<file path="src/hw/adc_ctrl_pkg.sv">
// Shared constants, types and register map for the converter control block
package adc_ctrl_pkg;

  // Result word
  localparam int          RESULT_BITS        = 20;
  localparam int          MAX_WORD_BITS      = 32;

  // APB register byte offsets
  localparam logic [7:0]  REG_CTRL           = 8'h00;
  localparam logic [7:0]  REG_STATUS         = 8'h04;
  localparam logic [7:0]  REG_IRQ_STATUS     = 8'h08;
  localparam logic [7:0]  REG_IRQ_MASK       = 8'h0c;
  localparam logic [7:0]  REG_RESULT         = 8'h10;
  localparam logic [7:0]  REG_CAL_ZERO       = 8'h14;
  localparam logic [7:0]  REG_CAL_FULL       = 8'h18;
  localparam logic [7:0]  REG_CAL_SPAN       = 8'h1c;

  // Control register fields
  localparam int          CTRL_BIPOLAR       = 0;
  localparam logic        CTRL_RESET         = 1'h0;

  // Status register fields
  localparam int          ST_SELF_MODE       = 0;
  localparam int          ST_CAL_BUSY        = 1;
  localparam int          ST_SEL_A           = 2;
  localparam int          ST_SEL_B           = 3;
  localparam int          ST_VALID           = 4;
  localparam int          ST_SHIFTING        = 5;

  // Interrupt status / mask fields
  localparam int          IRQ_BITS           = 4;
  localparam int          IRQ_WORD_DONE      = 0;
  localparam int          IRQ_NEW_WORD       = 1;
  localparam int          IRQ_CAL_DONE       = 2;
  localparam int          IRQ_CAL_RESET      = 3;
  localparam logic [3:0]  IRQ_MASK_RESET     = 4'h0;

  // Timing counts in master clock cycles
  localparam logic [2:0]  CAL_RESET_CYCLES   = 3'h4;
  localparam logic [2:0]  LOAD_BUSY_CYCLES   = 3'h4;
  localparam int          SCLK_DIV           = 4;
  localparam int          SCLK_CNT_W         = 2;

  // Pin inputs that cross into the master clock domain
  typedef struct packed {
    logic mode_self;
    logic cal_strobe;
    logic sel_a;
    logic sel_b;
    logic cs_n;
    logic sclk;
  } pins_t;

  localparam pins_t       PINS_RESET         = '{1'b0, 1'b0, 1'b0, 1'b0, 1'b1, 1'b0};

  // Calibration types and sequencer states
  typedef struct packed {
    logic sel_a;
    logic sel_b;
  } cal_sel_t;

  typedef enum logic [2:0] {
    CAL_IDLE = 3'b000,
    CAL_ZERO = 3'b001,
    CAL_FULL = 3'b010,
    CAL_SELF = 3'b011
  } cal_state_t;

endpackage

</file>
<file path="src/hw/adc_serial_ctrl.sv">
// Serial output, calibration control and APB registers of the converter
//
// Decided for this implementation: the address map and the APB interface to the registers.
`timescale 1ns/1ns
`default_nettype none
// Operation
// - Strap low selects external clock mode; shift clock pin is an input.
// - External clock mode shifts the raw result word, MSB first, no framing.
// - Strap high selects self clock mode; shift clock out at master/4, 25% high.
// - Select levels captured on calibration strobe rise choose the calibration.
// - Select B low runs system calibration, offset taken from the analog input.
// - System calibration takes zero then full scale level; span comes from both.
// - Unipolar codes are straight binary, all zeros to all ones.
// - Bipolar codes are offset binary, midscale between 0111.. and 1000...
// - Strobe high over four cycles resets; calibration starts when it falls.
// - Chip select low starts transmission in the strap-selected format.
// - Each conversion leaves as one 20-bit serial word.
// - Valid flag low while data held, high once the word has gone out.
module adc_serial_ctrl
  import adc_ctrl_pkg::*;
#(
  parameter int WORD_W = adc_ctrl_pkg::RESULT_BITS
) (
  input  wire logic              sys_clk,
  input  wire logic              rstn,
  // APB slave
  input  wire logic              psel,
  input  wire logic              penable,
  input  wire logic              pwrite,
  input  wire logic [7:0]        paddr,
  input  wire logic [31:0]       pwdata,
  output var  logic [31:0]       prdata,
  output var  logic              pready,
  output var  logic              pslverr,
  // Pins
  input  wire logic              mode_strap,
  input  wire logic              cal_strobe,
  input  wire logic              trim_type_select_a,
  input  wire logic              trim_type_select_b,
  input  wire logic              cs_n,
  input  wire logic              sclk_in,
  output wire logic              sclk_out,
  output var  logic              sclk_oe,
  output wire logic              serial_result_out,
  output wire logic              serial_result_oe,
  output var  logic              result_valid_n,
  output var  logic              irq,
  // Filter side, same clock
  input  wire logic [WORD_W-1:0] sample_in,
  input  wire logic              sample_valid
);

  // Word width must fit a register and the shifter
  if (WORD_W < 2 || WORD_W > MAX_WORD_BITS) begin : g_bad_width
    $error("WORD_W out of range");
  end

  // ---------------------------------------------------------------------------
  // Pin synchronisers; third stage only for the shift clock and calibration strobe edge detectors
  pins_t pins_raw;
  pins_t pins_s1;
  pins_t pins_s2;
  logic  sclk_s3;
  logic  strobe_d;

  assign pins_raw = '{mode_strap, cal_strobe, trim_type_select_a,
                      trim_type_select_b, cs_n, sclk_in};

  // Two flops before any logic reads a pin
  always_ff @(posedge sys_clk or negedge rstn) begin
    if (!rstn) begin
      pins_s1  <= PINS_RESET;
      pins_s2  <= PINS_RESET;
      sclk_s3  <= 1'b0;
      strobe_d <= 1'b0;
    end else begin
      pins_s1  <= pins_raw;
      pins_s2  <= pins_s1;
      sclk_s3  <= pins_s2.sclk;
      strobe_d <= pins_s2.cal_strobe;
    end
  end

  wire self_mode   = pins_s2.mode_self;
  wire strobe_rise = pins_s2.cal_strobe && !strobe_d;
  wire strobe_fall = !pins_s2.cal_strobe && strobe_d;
  wire ext_fall    = sclk_s3 && !pins_s2.sclk;      // Data moves on host falling edge
  wire selected    = !pins_s2.cs_n;

  // ---------------------------------------------------------------------------
  // Calibration strobe: select capture and long-high reset
  cal_sel_t   cal_sel;
  logic [2:0] strobe_cnt;
  logic       strobe_long;

  wire long_hit = pins_s2.cal_strobe && (strobe_cnt == CAL_RESET_CYCLES) && !strobe_long;

  // Count saturates one past the limit so the reset fires only once
  always_ff @(posedge sys_clk or negedge rstn) begin
    if (!rstn) begin
      cal_sel     <= '{1'b0, 1'b0};
      strobe_cnt  <= '0;
      strobe_long <= 1'b0;
    end else begin
      if (strobe_rise) begin
        cal_sel <= '{pins_s2.sel_a, pins_s2.sel_b};
      end
      if (!pins_s2.cal_strobe) begin
        strobe_cnt  <= '0;
        strobe_long <= 1'b0;
      end else if (!strobe_long) begin
        strobe_cnt <= strobe_cnt + 1'b1;
        if (long_hit) begin
          strobe_long <= 1'b1;
        end
      end
    end
  end

  // A strobe held past four cycles clears the output path
  wire cal_reset = long_hit;

  // ---------------------------------------------------------------------------
  // Calibration sequencer
  cal_state_t        cal_state;
  logic [WORD_W-1:0] cal_zero;
  logic [WORD_W-1:0] cal_full;
  logic              cal_done;

  wire cal_busy = (cal_state != CAL_IDLE);

  // System type waits for one sample per level; the system must settle the
  // input between the two steps, as no sample is discarded
  always_ff @(posedge sys_clk or negedge rstn) begin
    if (!rstn) begin
      cal_state <= CAL_IDLE;
      cal_zero  <= '0;
      cal_full  <= '0;
      cal_done  <= 1'b0;
    end else begin
      cal_done <= 1'b0;
      if (strobe_rise) begin
        cal_state <= CAL_IDLE;
      end else begin
        case (cal_state)
          CAL_IDLE: begin
            if (strobe_fall) begin
              cal_state <= cal_sel.sel_b ? CAL_SELF : CAL_ZERO;
            end
          end
          CAL_ZERO: begin
            if (sample_valid) begin
              cal_zero  <= sample_in;
              cal_state <= CAL_FULL;
            end
          end
          CAL_FULL: begin
            if (sample_valid) begin
              cal_full  <= sample_in;
              cal_state <= CAL_IDLE;
              cal_done  <= 1'b1;
            end
          end
          CAL_SELF: begin
            cal_zero  <= '0;
            cal_full  <= '1;
            cal_state <= CAL_IDLE;
            cal_done  <= 1'b1;
          end
          default: begin
            cal_state <= CAL_IDLE;
          end
        endcase
      end
    end
  end

  // Span only; gain correction is left to software reading it
  wire [WORD_W-1:0] cal_span = cal_full - cal_zero;

  // ---------------------------------------------------------------------------
  // Output coding and output register
  logic              bipolar;
  logic [WORD_W-1:0] out_word;
  logic [2:0]        load_cnt;

  wire [WORD_W-1:0] corrected = sample_in - cal_zero;
  // Bipolar: two's complement to offset binary by flipping the MSB
  wire [WORD_W-1:0] coded     = bipolar ? {~corrected[WORD_W-1], corrected[WORD_W-2:0]}
                                        : corrected;
  wire              new_word  = sample_valid && !cal_busy;

  wire shift_busy;
  wire shift_done;
  wire self_tick;
  wire start_tx  = selected && !result_valid_n && !shift_busy && !cal_busy;

  // Loading a word holds the valid flag high for four cycles
  always_ff @(posedge sys_clk or negedge rstn) begin
    if (!rstn) begin
      out_word       <= '0;
      load_cnt       <= '0;
      result_valid_n <= 1'b1;
    end else if (cal_reset) begin
      load_cnt       <= '0;
      result_valid_n <= 1'b1;
    end else if (new_word) begin
      out_word       <= coded;
      load_cnt       <= LOAD_BUSY_CYCLES;
      result_valid_n <= 1'b1;
    end else if (load_cnt != '0) begin
      load_cnt <= load_cnt - 1'b1;
      if (load_cnt == 3'h1) begin
        result_valid_n <= 1'b0;
      end
    end else if (shift_done) begin
      result_valid_n <= 1'b1;
    end
  end

  // ---------------------------------------------------------------------------
  // Serial engines; the strap picks the shift source
  wire shift_pulse = self_mode ? self_tick : ext_fall;

  sclk_divider u_div (
    .sys_clk (sys_clk),
    .rstn    (rstn),
    .en      (self_mode && shift_busy),
    .sclk    (sclk_out),
    .tick    (self_tick)
  );

  word_shifter #(
    .W (WORD_W)
  ) u_shift (
    .sys_clk (sys_clk),
    .rstn    (rstn),
    .start   (start_tx),
    .word    (out_word),
    .shift   (shift_pulse),
    .abort   (!selected),
    .flush   (cal_reset),
    .bit_out (serial_result_out),
    .oe      (serial_result_oe),
    .busy    (shift_busy),
    .done    (shift_done)
  );

  // Shift clock pin driven only in self clock mode
  always_ff @(posedge sys_clk or negedge rstn) begin
    if (!rstn) begin
      sclk_oe <= 1'b0;
    end else begin
      sclk_oe <= self_mode;
    end
  end

  // ---------------------------------------------------------------------------
  // Interrupt status, mask and output
  logic [IRQ_BITS-1:0] irq_status;
  logic [IRQ_BITS-1:0] irq_mask;
  logic [IRQ_BITS-1:0] irq_event;

  always_comb begin
    irq_event                = '0;
    irq_event[IRQ_WORD_DONE] = shift_done;
    irq_event[IRQ_NEW_WORD]  = new_word;
    irq_event[IRQ_CAL_DONE]  = cal_done;
    irq_event[IRQ_CAL_RESET] = cal_reset;
  end

  // ---------------------------------------------------------------------------
  // APB slave: no wait state, registered answer
  wire apb_setup  = psel && !penable;
  wire apb_done   = psel && penable && pready;
  wire apb_write  = apb_done && pwrite && !pslverr;
  wire irq_rd_clr = apb_done && !pwrite && (paddr == REG_IRQ_STATUS);

  wire hit = (paddr == REG_CTRL)     || (paddr == REG_STATUS)   ||
             (paddr == REG_IRQ_STATUS) || (paddr == REG_IRQ_MASK) ||
             (paddr == REG_RESULT)   || (paddr == REG_CAL_ZERO) ||
             (paddr == REG_CAL_FULL) || (paddr == REG_CAL_SPAN);

  wire [31:0] status_word = 32'({shift_busy, !result_valid_n, cal_sel.sel_b,
                                 cal_sel.sel_a, cal_busy, self_mode});

  // Read data selection
  wire [31:0] rd_data =
    (paddr == REG_CTRL)       ? 32'(bipolar)    :
    (paddr == REG_STATUS)     ? status_word     :
    (paddr == REG_IRQ_STATUS) ? 32'(irq_status) :
    (paddr == REG_IRQ_MASK)   ? 32'(irq_mask)   :
    (paddr == REG_RESULT)     ? 32'(out_word)   :
    (paddr == REG_CAL_ZERO)   ? 32'(cal_zero)   :
    (paddr == REG_CAL_FULL)   ? 32'(cal_full)   :
    (paddr == REG_CAL_SPAN)   ? 32'(cal_span)   : 32'h0000_0000;

  // Answer prepared in the setup cycle, ready in the first access cycle
  always_ff @(posedge sys_clk or negedge rstn) begin
    if (!rstn) begin
      pready  <= 1'b0;
      pslverr <= 1'b0;
      prdata  <= 32'h0000_0000;
    end else begin
      pready  <= apb_setup;
      pslverr <= apb_setup && !hit;
      if (apb_setup) begin
        prdata <= pwrite ? 32'h0000_0000 : rd_data;
      end
    end
  end

  // Software-written registers
  always_ff @(posedge sys_clk or negedge rstn) begin
    if (!rstn) begin
      bipolar  <= CTRL_RESET;
      irq_mask <= IRQ_MASK_RESET;
    end else if (apb_write) begin
      if (paddr == REG_CTRL) begin
        bipolar <= pwdata[CTRL_BIPOLAR];
      end
      if (paddr == REG_IRQ_MASK) begin
        irq_mask <= pwdata[IRQ_BITS-1:0];
      end
    end
  end

  // Sticky events; a read clears only the bits it returned, so an event after setup is kept
  always_ff @(posedge sys_clk or negedge rstn) begin
    if (!rstn) begin
      irq_status <= '0;
      irq <= 1'b0;
    end else begin
      irq_status <= (irq_rd_clr ? irq_status & ~prdata[IRQ_BITS-1:0] : irq_status) | irq_event;
      irq <= |(((irq_rd_clr ? irq_status & ~prdata[IRQ_BITS-1:0] : irq_status) | irq_event) & irq_mask);
    end
  end

endmodule
`default_nettype wire

</file>
<file path="src/hw/sclk_divider.sv">
// Divide-by-four shift clock generator with a fall tick
`timescale 1ns/1ns
`default_nettype none
module sclk_divider
  import adc_ctrl_pkg::*;
(
  input  wire logic sys_clk,
  input  wire logic rstn,
  input  wire logic en,
  output var  logic sclk,
  output var  logic tick
);

  logic [SCLK_CNT_W-1:0] cnt;
  wire                   phase_zero = en && (cnt == '0);

  // Modulo-four count, high one count in four; restarts with each word
  always_ff @(posedge sys_clk or negedge rstn) begin
    if (!rstn) begin
      cnt  <= '0;
      sclk <= 1'b0;
      tick <= 1'b0;
    end else begin
      cnt  <= en ? cnt + 1'b1 : '0;
      sclk <= phase_zero;
      tick <= sclk && en;           // Marks the falling edge cycle
    end
  end

endmodule
`default_nettype wire

</file>
<file path="src/hw/word_shifter.sv">
// MSB-first shifter for one result word
`timescale 1ns/1ns
`default_nettype none
module word_shifter #(
  parameter int W = 20
) (
  input  wire logic         sys_clk,
  input  wire logic         rstn,
  input  wire logic         start,
  input  wire logic [W-1:0] word,
  input  wire logic         shift,
  input  wire logic         abort,
  input  wire logic         flush,
  output wire logic         bit_out,
  output var  logic         oe,
  output var  logic         busy,
  output var  logic         done
);

  localparam int IW = (W > 1) ? $clog2(W) : 1;

  logic [W-1:0]  sh;
  logic [IW-1:0] idx;

  assign bit_out = sh[W-1];

  // Raw word, no framing bits; a deselect finishes the current bit first
  always_ff @(posedge sys_clk or negedge rstn) begin
    if (!rstn) begin
      sh   <= '0;
      idx  <= '0;
      oe   <= 1'b0;
      busy <= 1'b0;
      done <= 1'b0;
    end else if (flush) begin
      oe   <= 1'b0;
      busy <= 1'b0;
      done <= 1'b0;
    end else begin
      done <= 1'b0;
      if (start && !busy) begin
        sh   <= word;
        idx  <= IW'(W - 1);
        oe   <= 1'b1;
        busy <= 1'b1;
      end else if (busy && shift) begin
        if (idx == '0) begin
          oe   <= 1'b0;
          busy <= 1'b0;
          done <= 1'b1;
        end else if (abort) begin
          oe   <= 1'b0;
          busy <= 1'b0;
        end else begin
          sh  <= {sh[W-2:0], 1'b0};
          idx <= idx - 1'b1;
        end
      end
    end
  end

endmodule
`default_nettype wire

</file>
<file path="config.mk">
export PLATFORM = sky130hd
export DESIGN_NAME = adc_serial_ctrl
export DESIGN_NICKNAME = d
export VERILOG_FILES = /design/src/hw/adc_ctrl_pkg.sv /design/src/hw/adc_serial_ctrl.sv /design/src/hw/sclk_divider.sv /design/src/hw/word_shifter.sv
export SDC_FILE = /design/constraint.sdc
export NUM_CORES = 1
export LEC_CHECK = 0
export ABC_AREA = 1
export BUFFER_PORTS_ARGS = -buffer_cell sky130_fd_sc_hd__buf_2
export CORE_AREA = 2 2 154 111
export CTS_BUF_LIST = sky130_fd_sc_hd__clkbuf_4 sky130_fd_sc_hd__clkbuf_8
export DETAILED_ROUTE_END_ITERATION = 7
export DIE_AREA = 0 0 156 113
export GPL_ROUTABILITY_DRIVEN = 1
export PLACE_DENSITY = 0.91
export SETUP_SLACK_MARGIN = 0.5
export SKIP_LAST_GASP = 1
export SLEW_MARGIN = 20
export SYNTH_ARGS = -nofsm -noshare
export SYNTH_HDL_FRONTEND = slang
export SYNTH_SLANG_ARGS = --single-unit
</file>
<file path="constraint.sdc">
create_clock -name sys_clk -period 2.4 [get_ports sys_clk]
set_input_delay 0.6 -clock sys_clk [delete_from_list [all_inputs] [get_ports sys_clk]]
set_output_delay 0.6 -clock sys_clk [all_outputs]
set_load 0.01 [all_outputs]
</file>
* Word level (Yosys, flattened, before mapping)
Index checks and enable logic that the tools add are counted.
** Storage, ports and cells
- Register bits :: 164
- Bits of input ports :: 72
- Output and inout bits :: 40
- Word-level logic and storage cells :: 193
** Cells by class
- Add/subtract/negate cells :: 6
- Equality and inequality tests :: 21
- Multiplexer cells :: 55
- Bitwise gates (word level) :: 7
- Reductions and logical operators :: 64
** Operator list (number)
- $mux W20 :: 15
- $pmux W20 S2 :: 2
- $sub A20 B20 Y20 :: 2
- $eq A8 B5 Y1 const B :: 4
- $mux W3 :: 9
- $logic_and A1 B1 Y1 :: 22
- $mux W1 :: 20
- $mux W5 :: 4
- $eq A8 B4 Y1 const B :: 2
- $logic_not A1 Y1 :: 12
- $reduce_bool A3 Y1 :: 4
- $reduce_and A2 Y1 :: 5
- $ne A3 B3 Y1 const B :: 3
- $pmux W3 S3 :: 1
- $reduce_and A3 Y1 :: 3
- $and A4 B4 Y4 :: 2
- $eq A8 B3 Y1 const B :: 1
- $logic_not A8 Y1 :: 1
- $reduce_bool A4 Y1 :: 2
- $logic_or A1 B1 Y1 :: 7
- $eq A3 B1 Y1 const B :: 2
- $eq A3 B2 Y1 const B :: 2
- $ne A2 B2 Y1 const B :: 3
- $reduce_bool A2 Y1 :: 3
- 18 further kinds :: 22

* Logic depth before layout (Yosys ltp)
- Depth after elaboration :: 10
- Mapped depth :: 15
- Mapped depth without buffers :: 15

* Cells and area by module
From an unflattened synthesis, not the netlist that was laid out.
** Unflattened totals
- Cell total of the unflattened synthesis :: 1285
- Area total of the unflattened synthesis :: 9490.4 sq um
** Modules (own cells, without submodules)
- adc_serial_ctrl :: times used 1, cells each 1081, area an instance 7823.8 sq um, sequential area each 3006.6 sq um
- word_shifter :: times used 1, cells each 189, area an instance 1514.0 sq um, sequential area each 675.6 sq um
- sclk_divider :: times used 1, cells each 15, area an instance 152.6 sq um, sequential area each 100.1 sq um

* Least setup slack after synthesis
Ideal clock, no wire load.
- Kind :: in2reg
- Start point :: in sample_in[0]
- End point :: reg out_word[14]
- Library setup time :: 0.117 ns
- Arrival :: 1.939 ns
- Required time :: 2.283 ns
- Path slack :: 0.343 ns
- Stages on the path :: 10
- Path buffers :: 0
- Path through :: inv_1 -> ha_1 -> fa_1 -> o21ai_2 -> a21oi_1 -> nand3b_1 -> nand2_1 -> nand2_1 -> nand3_1 -> nand2_1
** On the way
- Word-level cells in the longest chain between the ends :: 2
** RTL lines
- start: declaration :: RTL line adc_serial_ctrl.sv:49 : input wire logic [WORD_W-1:0] sample_in,
- $sub A20 B20 Y20 :: RTL line adc_serial_ctrl.sv:187 : wire [WORD_W-1:0] corrected = sample_in - cal_zero;
- $mux W20 :: RTL line adc_serial_ctrl.sv:189 : wire [WORD_W-1:0] coded = bipolar ? {~corrected[WORD_W-1], corrected[WORD_W-2:0]}
- end signal: assignment :: RTL line adc_serial_ctrl.sv:208 : out_word <= coded;
- end: declaration :: RTL line adc_serial_ctrl.sv:184 : logic [WORD_W-1:0] out_word;
Every way passes these cells.
A chain may end at the register's enable or synchronous reset.

* Worst setup path in the final report
- Start point :: reg cal_zero[0]
- End point :: reg out_word[16]
** On the way
- Word-level cells in the longest chain between the ends :: 2
** RTL lines
- start: declaration :: RTL line adc_serial_ctrl.sv:126 : logic [WORD_W-1:0] cal_zero;
- start signal: assignment :: RTL line adc_serial_ctrl.sv:153 : cal_zero <= sample_in;
- $sub A20 B20 Y20 :: RTL line adc_serial_ctrl.sv:187
- $mux W20 :: RTL line adc_serial_ctrl.sv:189
Every way passes these cells.

==> impl_metrics.json <==
{
  "number_of_drc_violations_after_detailed_routing_iteration_0": 1213,
  "cts_buffer_depth": 2,
  "synth_sequential_area_ratio_pct": 39.9,
  "routabilityCongestion": 0.973,
  "crit_path_max_fanout": 4,
  "max_freq_mhz": 459,
  "core.rowCount": 39,
  "worst_hold_path_type": "in2async",
  "setup_repair_after_global_routing_missed_its_margin": "yes",
  "final-max-slew-violation-count": 0,
  "maxSlewHeadroom_pct": 53.5,
  "post-synth-top-count-cell": "nand2_1",
  "numCtsBuffers": 17,
  "worstPathCellList": "buf_4 > buf_6 > ha_4 > fa_2 > o21ai_4 > nand3_2 > nand2_2 > nand4_1 > nand2_1 > nand2_1 > nand3_2 > nand2_1",
  "finalSetupViolCount": 0,
  "antennaDiodeCount": 0,
  "boundaryPins": 112,
  "critPathTopFamily": "simple AND/OR/NAND/NOR gates",
  "synth_async_sr_flop_share_pct": 100,
  "place_area_mm2": 0.0102,
  "worst-endpoint-arrival_ns": 2.57,
  "drc": 0,
  "die_area_mm2": 0.0176,
  "detailed_place_hpwl_um": 20600,
  "grt_pass1_vias": 8648,
  "crit_required_ns": 2.79,
  "leakagePower_nw": 5.99,
  "final_net_count": 1536,
  "grt-ovfl-total": 0,
  "worstSetupPathType": "reg2reg",
  "critPathMaxStageDelay_ns": 0.44,
  "floorplan.core_area_mm2": 0.0161,
  "stdcell_area_mm2": 0.0119,
  "clock_latency_ns": 0.49,
  "p_per_area_mw_per_mm2": 1270,
  "initial_core_util_pct": 59.0,
  "tritoncts": "yes",
  "htree_levels": 4,
  "synth_commonest_cells": "347 x nand2_1, 181 x inv_1, 148 x dfrtp_1, 121 x o21ai_0, 83 x nand3_1",
  "timing.critical_path.from_type": "flop",
  "clock-root-buffer": "clkbuf_8",
  "multi_input_comb_area_mm2": 0.00571,
  "max_cap_viol_count": 0,
  "tritoncts_sink_count": 151,
  "vias_per_cell": 5.82,
  "syn_avg_cell_area_um2": 7.35,
  "tightestPinTransition_ns": 0.697,
  "yosys-top-cells-area": "dfrtp_1 39%, nand2_1 14%, inv_1 7.2%",
  "timing.critical_path.buf_inv": 2,
  "drt-wirelength-per-cell_um": 18.6,
  "placement.io_buffers": 71,
  "worstReg2RegStart": "cal_zero[0]$_DFFE_PN0P_",
  "most_instantiated_flip_flop_cell_in_the_synthesis_netlist": "dfrtp_1",
  "register_area_mm2": 0.00378,
  "worst_setup_hold_path_clk_slew_ns": 0.10,
  "fillers": 1175,
  "slowest_stage": "dfrtp_1",
  "die_h_um": 113,
  "synth_area_mm2": 0.00947,
  "vias": 9497,
  "synth_top_area_share_pct": 39.1,
  "final_period_minus_worst_setup_slack_ns": 2.18,
  "detailedRoute.firstPassIterationCount": 6,
  "grt_start_max_net_pins": 54,
  "area_growth_from_synthesis_to_layout_pct": 25.7,
  "post-route-util_pct": 74.2,
  "antenna_violating_nets_post_route": 0,
  "synth_warnings": 0,
  "combined_global_route_utilization_of_all_metal_layers_pct": 33.0,
  "run_status": "completed",
  "number_of_synthesized_register_bits": 151,
  "timing.critical_path.mode_cell": "nand2_1",
  "worstSetupStartpoint": "cal_zero[0]$_DFFE_PN0P_",
  "yosysUniqueCellTypes": 46,
  "hold-worst-slack_ns": 0.0699,
  "timing.final.crit_share_pct": 90.9,
  "synthesis.instances": 1289,
  "critical_path.endpoint_type": "flop",
  "hold_viol_final": 0,
  "final_worst_clock_skew_ns": 0.0206,
  "maximum_vdd_drop_v": 0.000730,
  "final.setup.tns_ns": 0,
  "share_of_cells_above_drive_strength_1_pct": 27.8,
  "antenna_found_initial": 0,
  "synth-edff-count": 0,
  "die_width_um": 156,
  "global_route_wire_length_before_repair_um": 44700,
  "synth_largest_area_cell": "dfrtp_1",
  "route.final.wire_length_um": 30300
}
## worst reg2reg max path, stage by stage, from the launching register on
cell and delay, ns:
dfrtp_1 0.44, buf_4 0.16, buf_6 0.13, ha_4 0.17, fa_2 0.39, o21ai_4 0.22
nand3_2 0.11, nand2_2 0.09, nand4_1 0.12, nand2_1 0.10, nand2_1 0.07, nand3_2 0.06
nand2_1 0.05
## logic make-up after synthesis
group,after synthesis,synth area share [%]
buf+inv,236,10.4
mux,1,0.158
other cells,1,0.0396
xor+xnor,13,1.20
simple gates,576,26.7
flops,151,39.9
fa+ha+maj,49,6.63
compound gates,262,15.0
## per-layer routing
metal | up-vias | track usage [%] | routed length [µm]
li1 | 4405 | - | -
met4 | 0 | 7.65 | 530
met2 | 520 | 46.7 | 13200
met5 | - | 0 | 0
met1 | 4508 | 48.4 | 12800
met3 | 64 | 12.3 | 3780
## sequential cells by signal (all words and copies together), names as in the netlist, 3 cells and up
signal       flops
out_word        20
pins_s2          5
irq_status       4
pins_s1          6
irq_mask         4
cal_full        20
u_shift.idx      5
u_shift.sh      20
load_cnt         3
strobe_cnt       3
cal_zero        20
prdata          20
## where the power goes
group / internal [mW] / leakage, nW / switching, mW
sequential: 3.31 / 1.89 / 0.645
combinational: 3.60 / 3.89 / 5.51
clock: 0.796 / 0.204 / 1.23
## timing repair
action | 4_1_cts | 5_1_grt
setup buffers | 8 | 31
endpoints found under the hold margin | 0 | 0
endpoints found under the setup margin | 57 | 50
pin swaps | 14 | 73
cloned | 1 | 1
resized for setup | 74 | 187
hold buffers | 0 | 0
## layout by cell type, fill, tap and decap left out, drive strengths merged
cell      Yosys  layout
o21bai        3       3
clkinv        1      10
clkinvlp      0       2
a21oi        74      74
inv         190     196
xor2          7       7
nand2       354     354
mux2          1       1
dfstp         3       3
ha           47      47
dfrtp       148     148
a21boi        1       1
o32ai         1       1
a31oi         3       3
o22ai         1       1
nand3        86      86
o21ai       152     152
o211ai       19      19
nor2         95      95
a211oi        2       2
conb          1      12
xnor2         6       6
nor4          1       1
and3b         1       1
o2111ai       3       3
nand4        12      12
nor3b         1       1
nand3b       11      11
fa            2       2
clkbuf       14      17
or2           4       4
a21o          3       3
buf          31     139
nor3         11      11
## path summary, 6_finish.rpt
kind	endpoint	slack (ns)	depth (start not counted)
worst max-delay path	out_word[16]$_DFFE_PN0P_	0.22	12
worst min-delay path	prdata[15]$_DFFE_PN0P_	0.07	1
min in group sys_clk	pins_s1[1]$_DFF_PN1_	0.21	1
max in group asynchronous	cal_full[6]$_DFFE_PN0P_	1.72	2
worst min register to register	pins_s2[4]$_DFF_PN0_	0.36	0
worst max register to register	out_word[16]$_DFFE_PN0P_	0.22	12
## metrics by stage
stage | setup WS, ns | instances | power, mW
finish | 0.219 | 1633 | 15.1
detailed placement | 0.0764 | 1560 | 10.1
global placement | 0.113 | 1560 | 9.91
CTS | 0.416 | 1601 | 12.8
floorplan | 0.467 | 1300 | 8.31
global route | 0.162 | 1633 | 16.1
## cell type report
cell class,instances,share of cell area [%]
multi-input combinational,913,47.9
tap,205,2.15
timing repair inverter,2,0.126
inverter,191,6.46
timing repair buffer,139,8.10
sequential,151,31.8
clock buffer,17,1.96
clock inverter,15,1.51
Power figures use the tool's default switching activity.
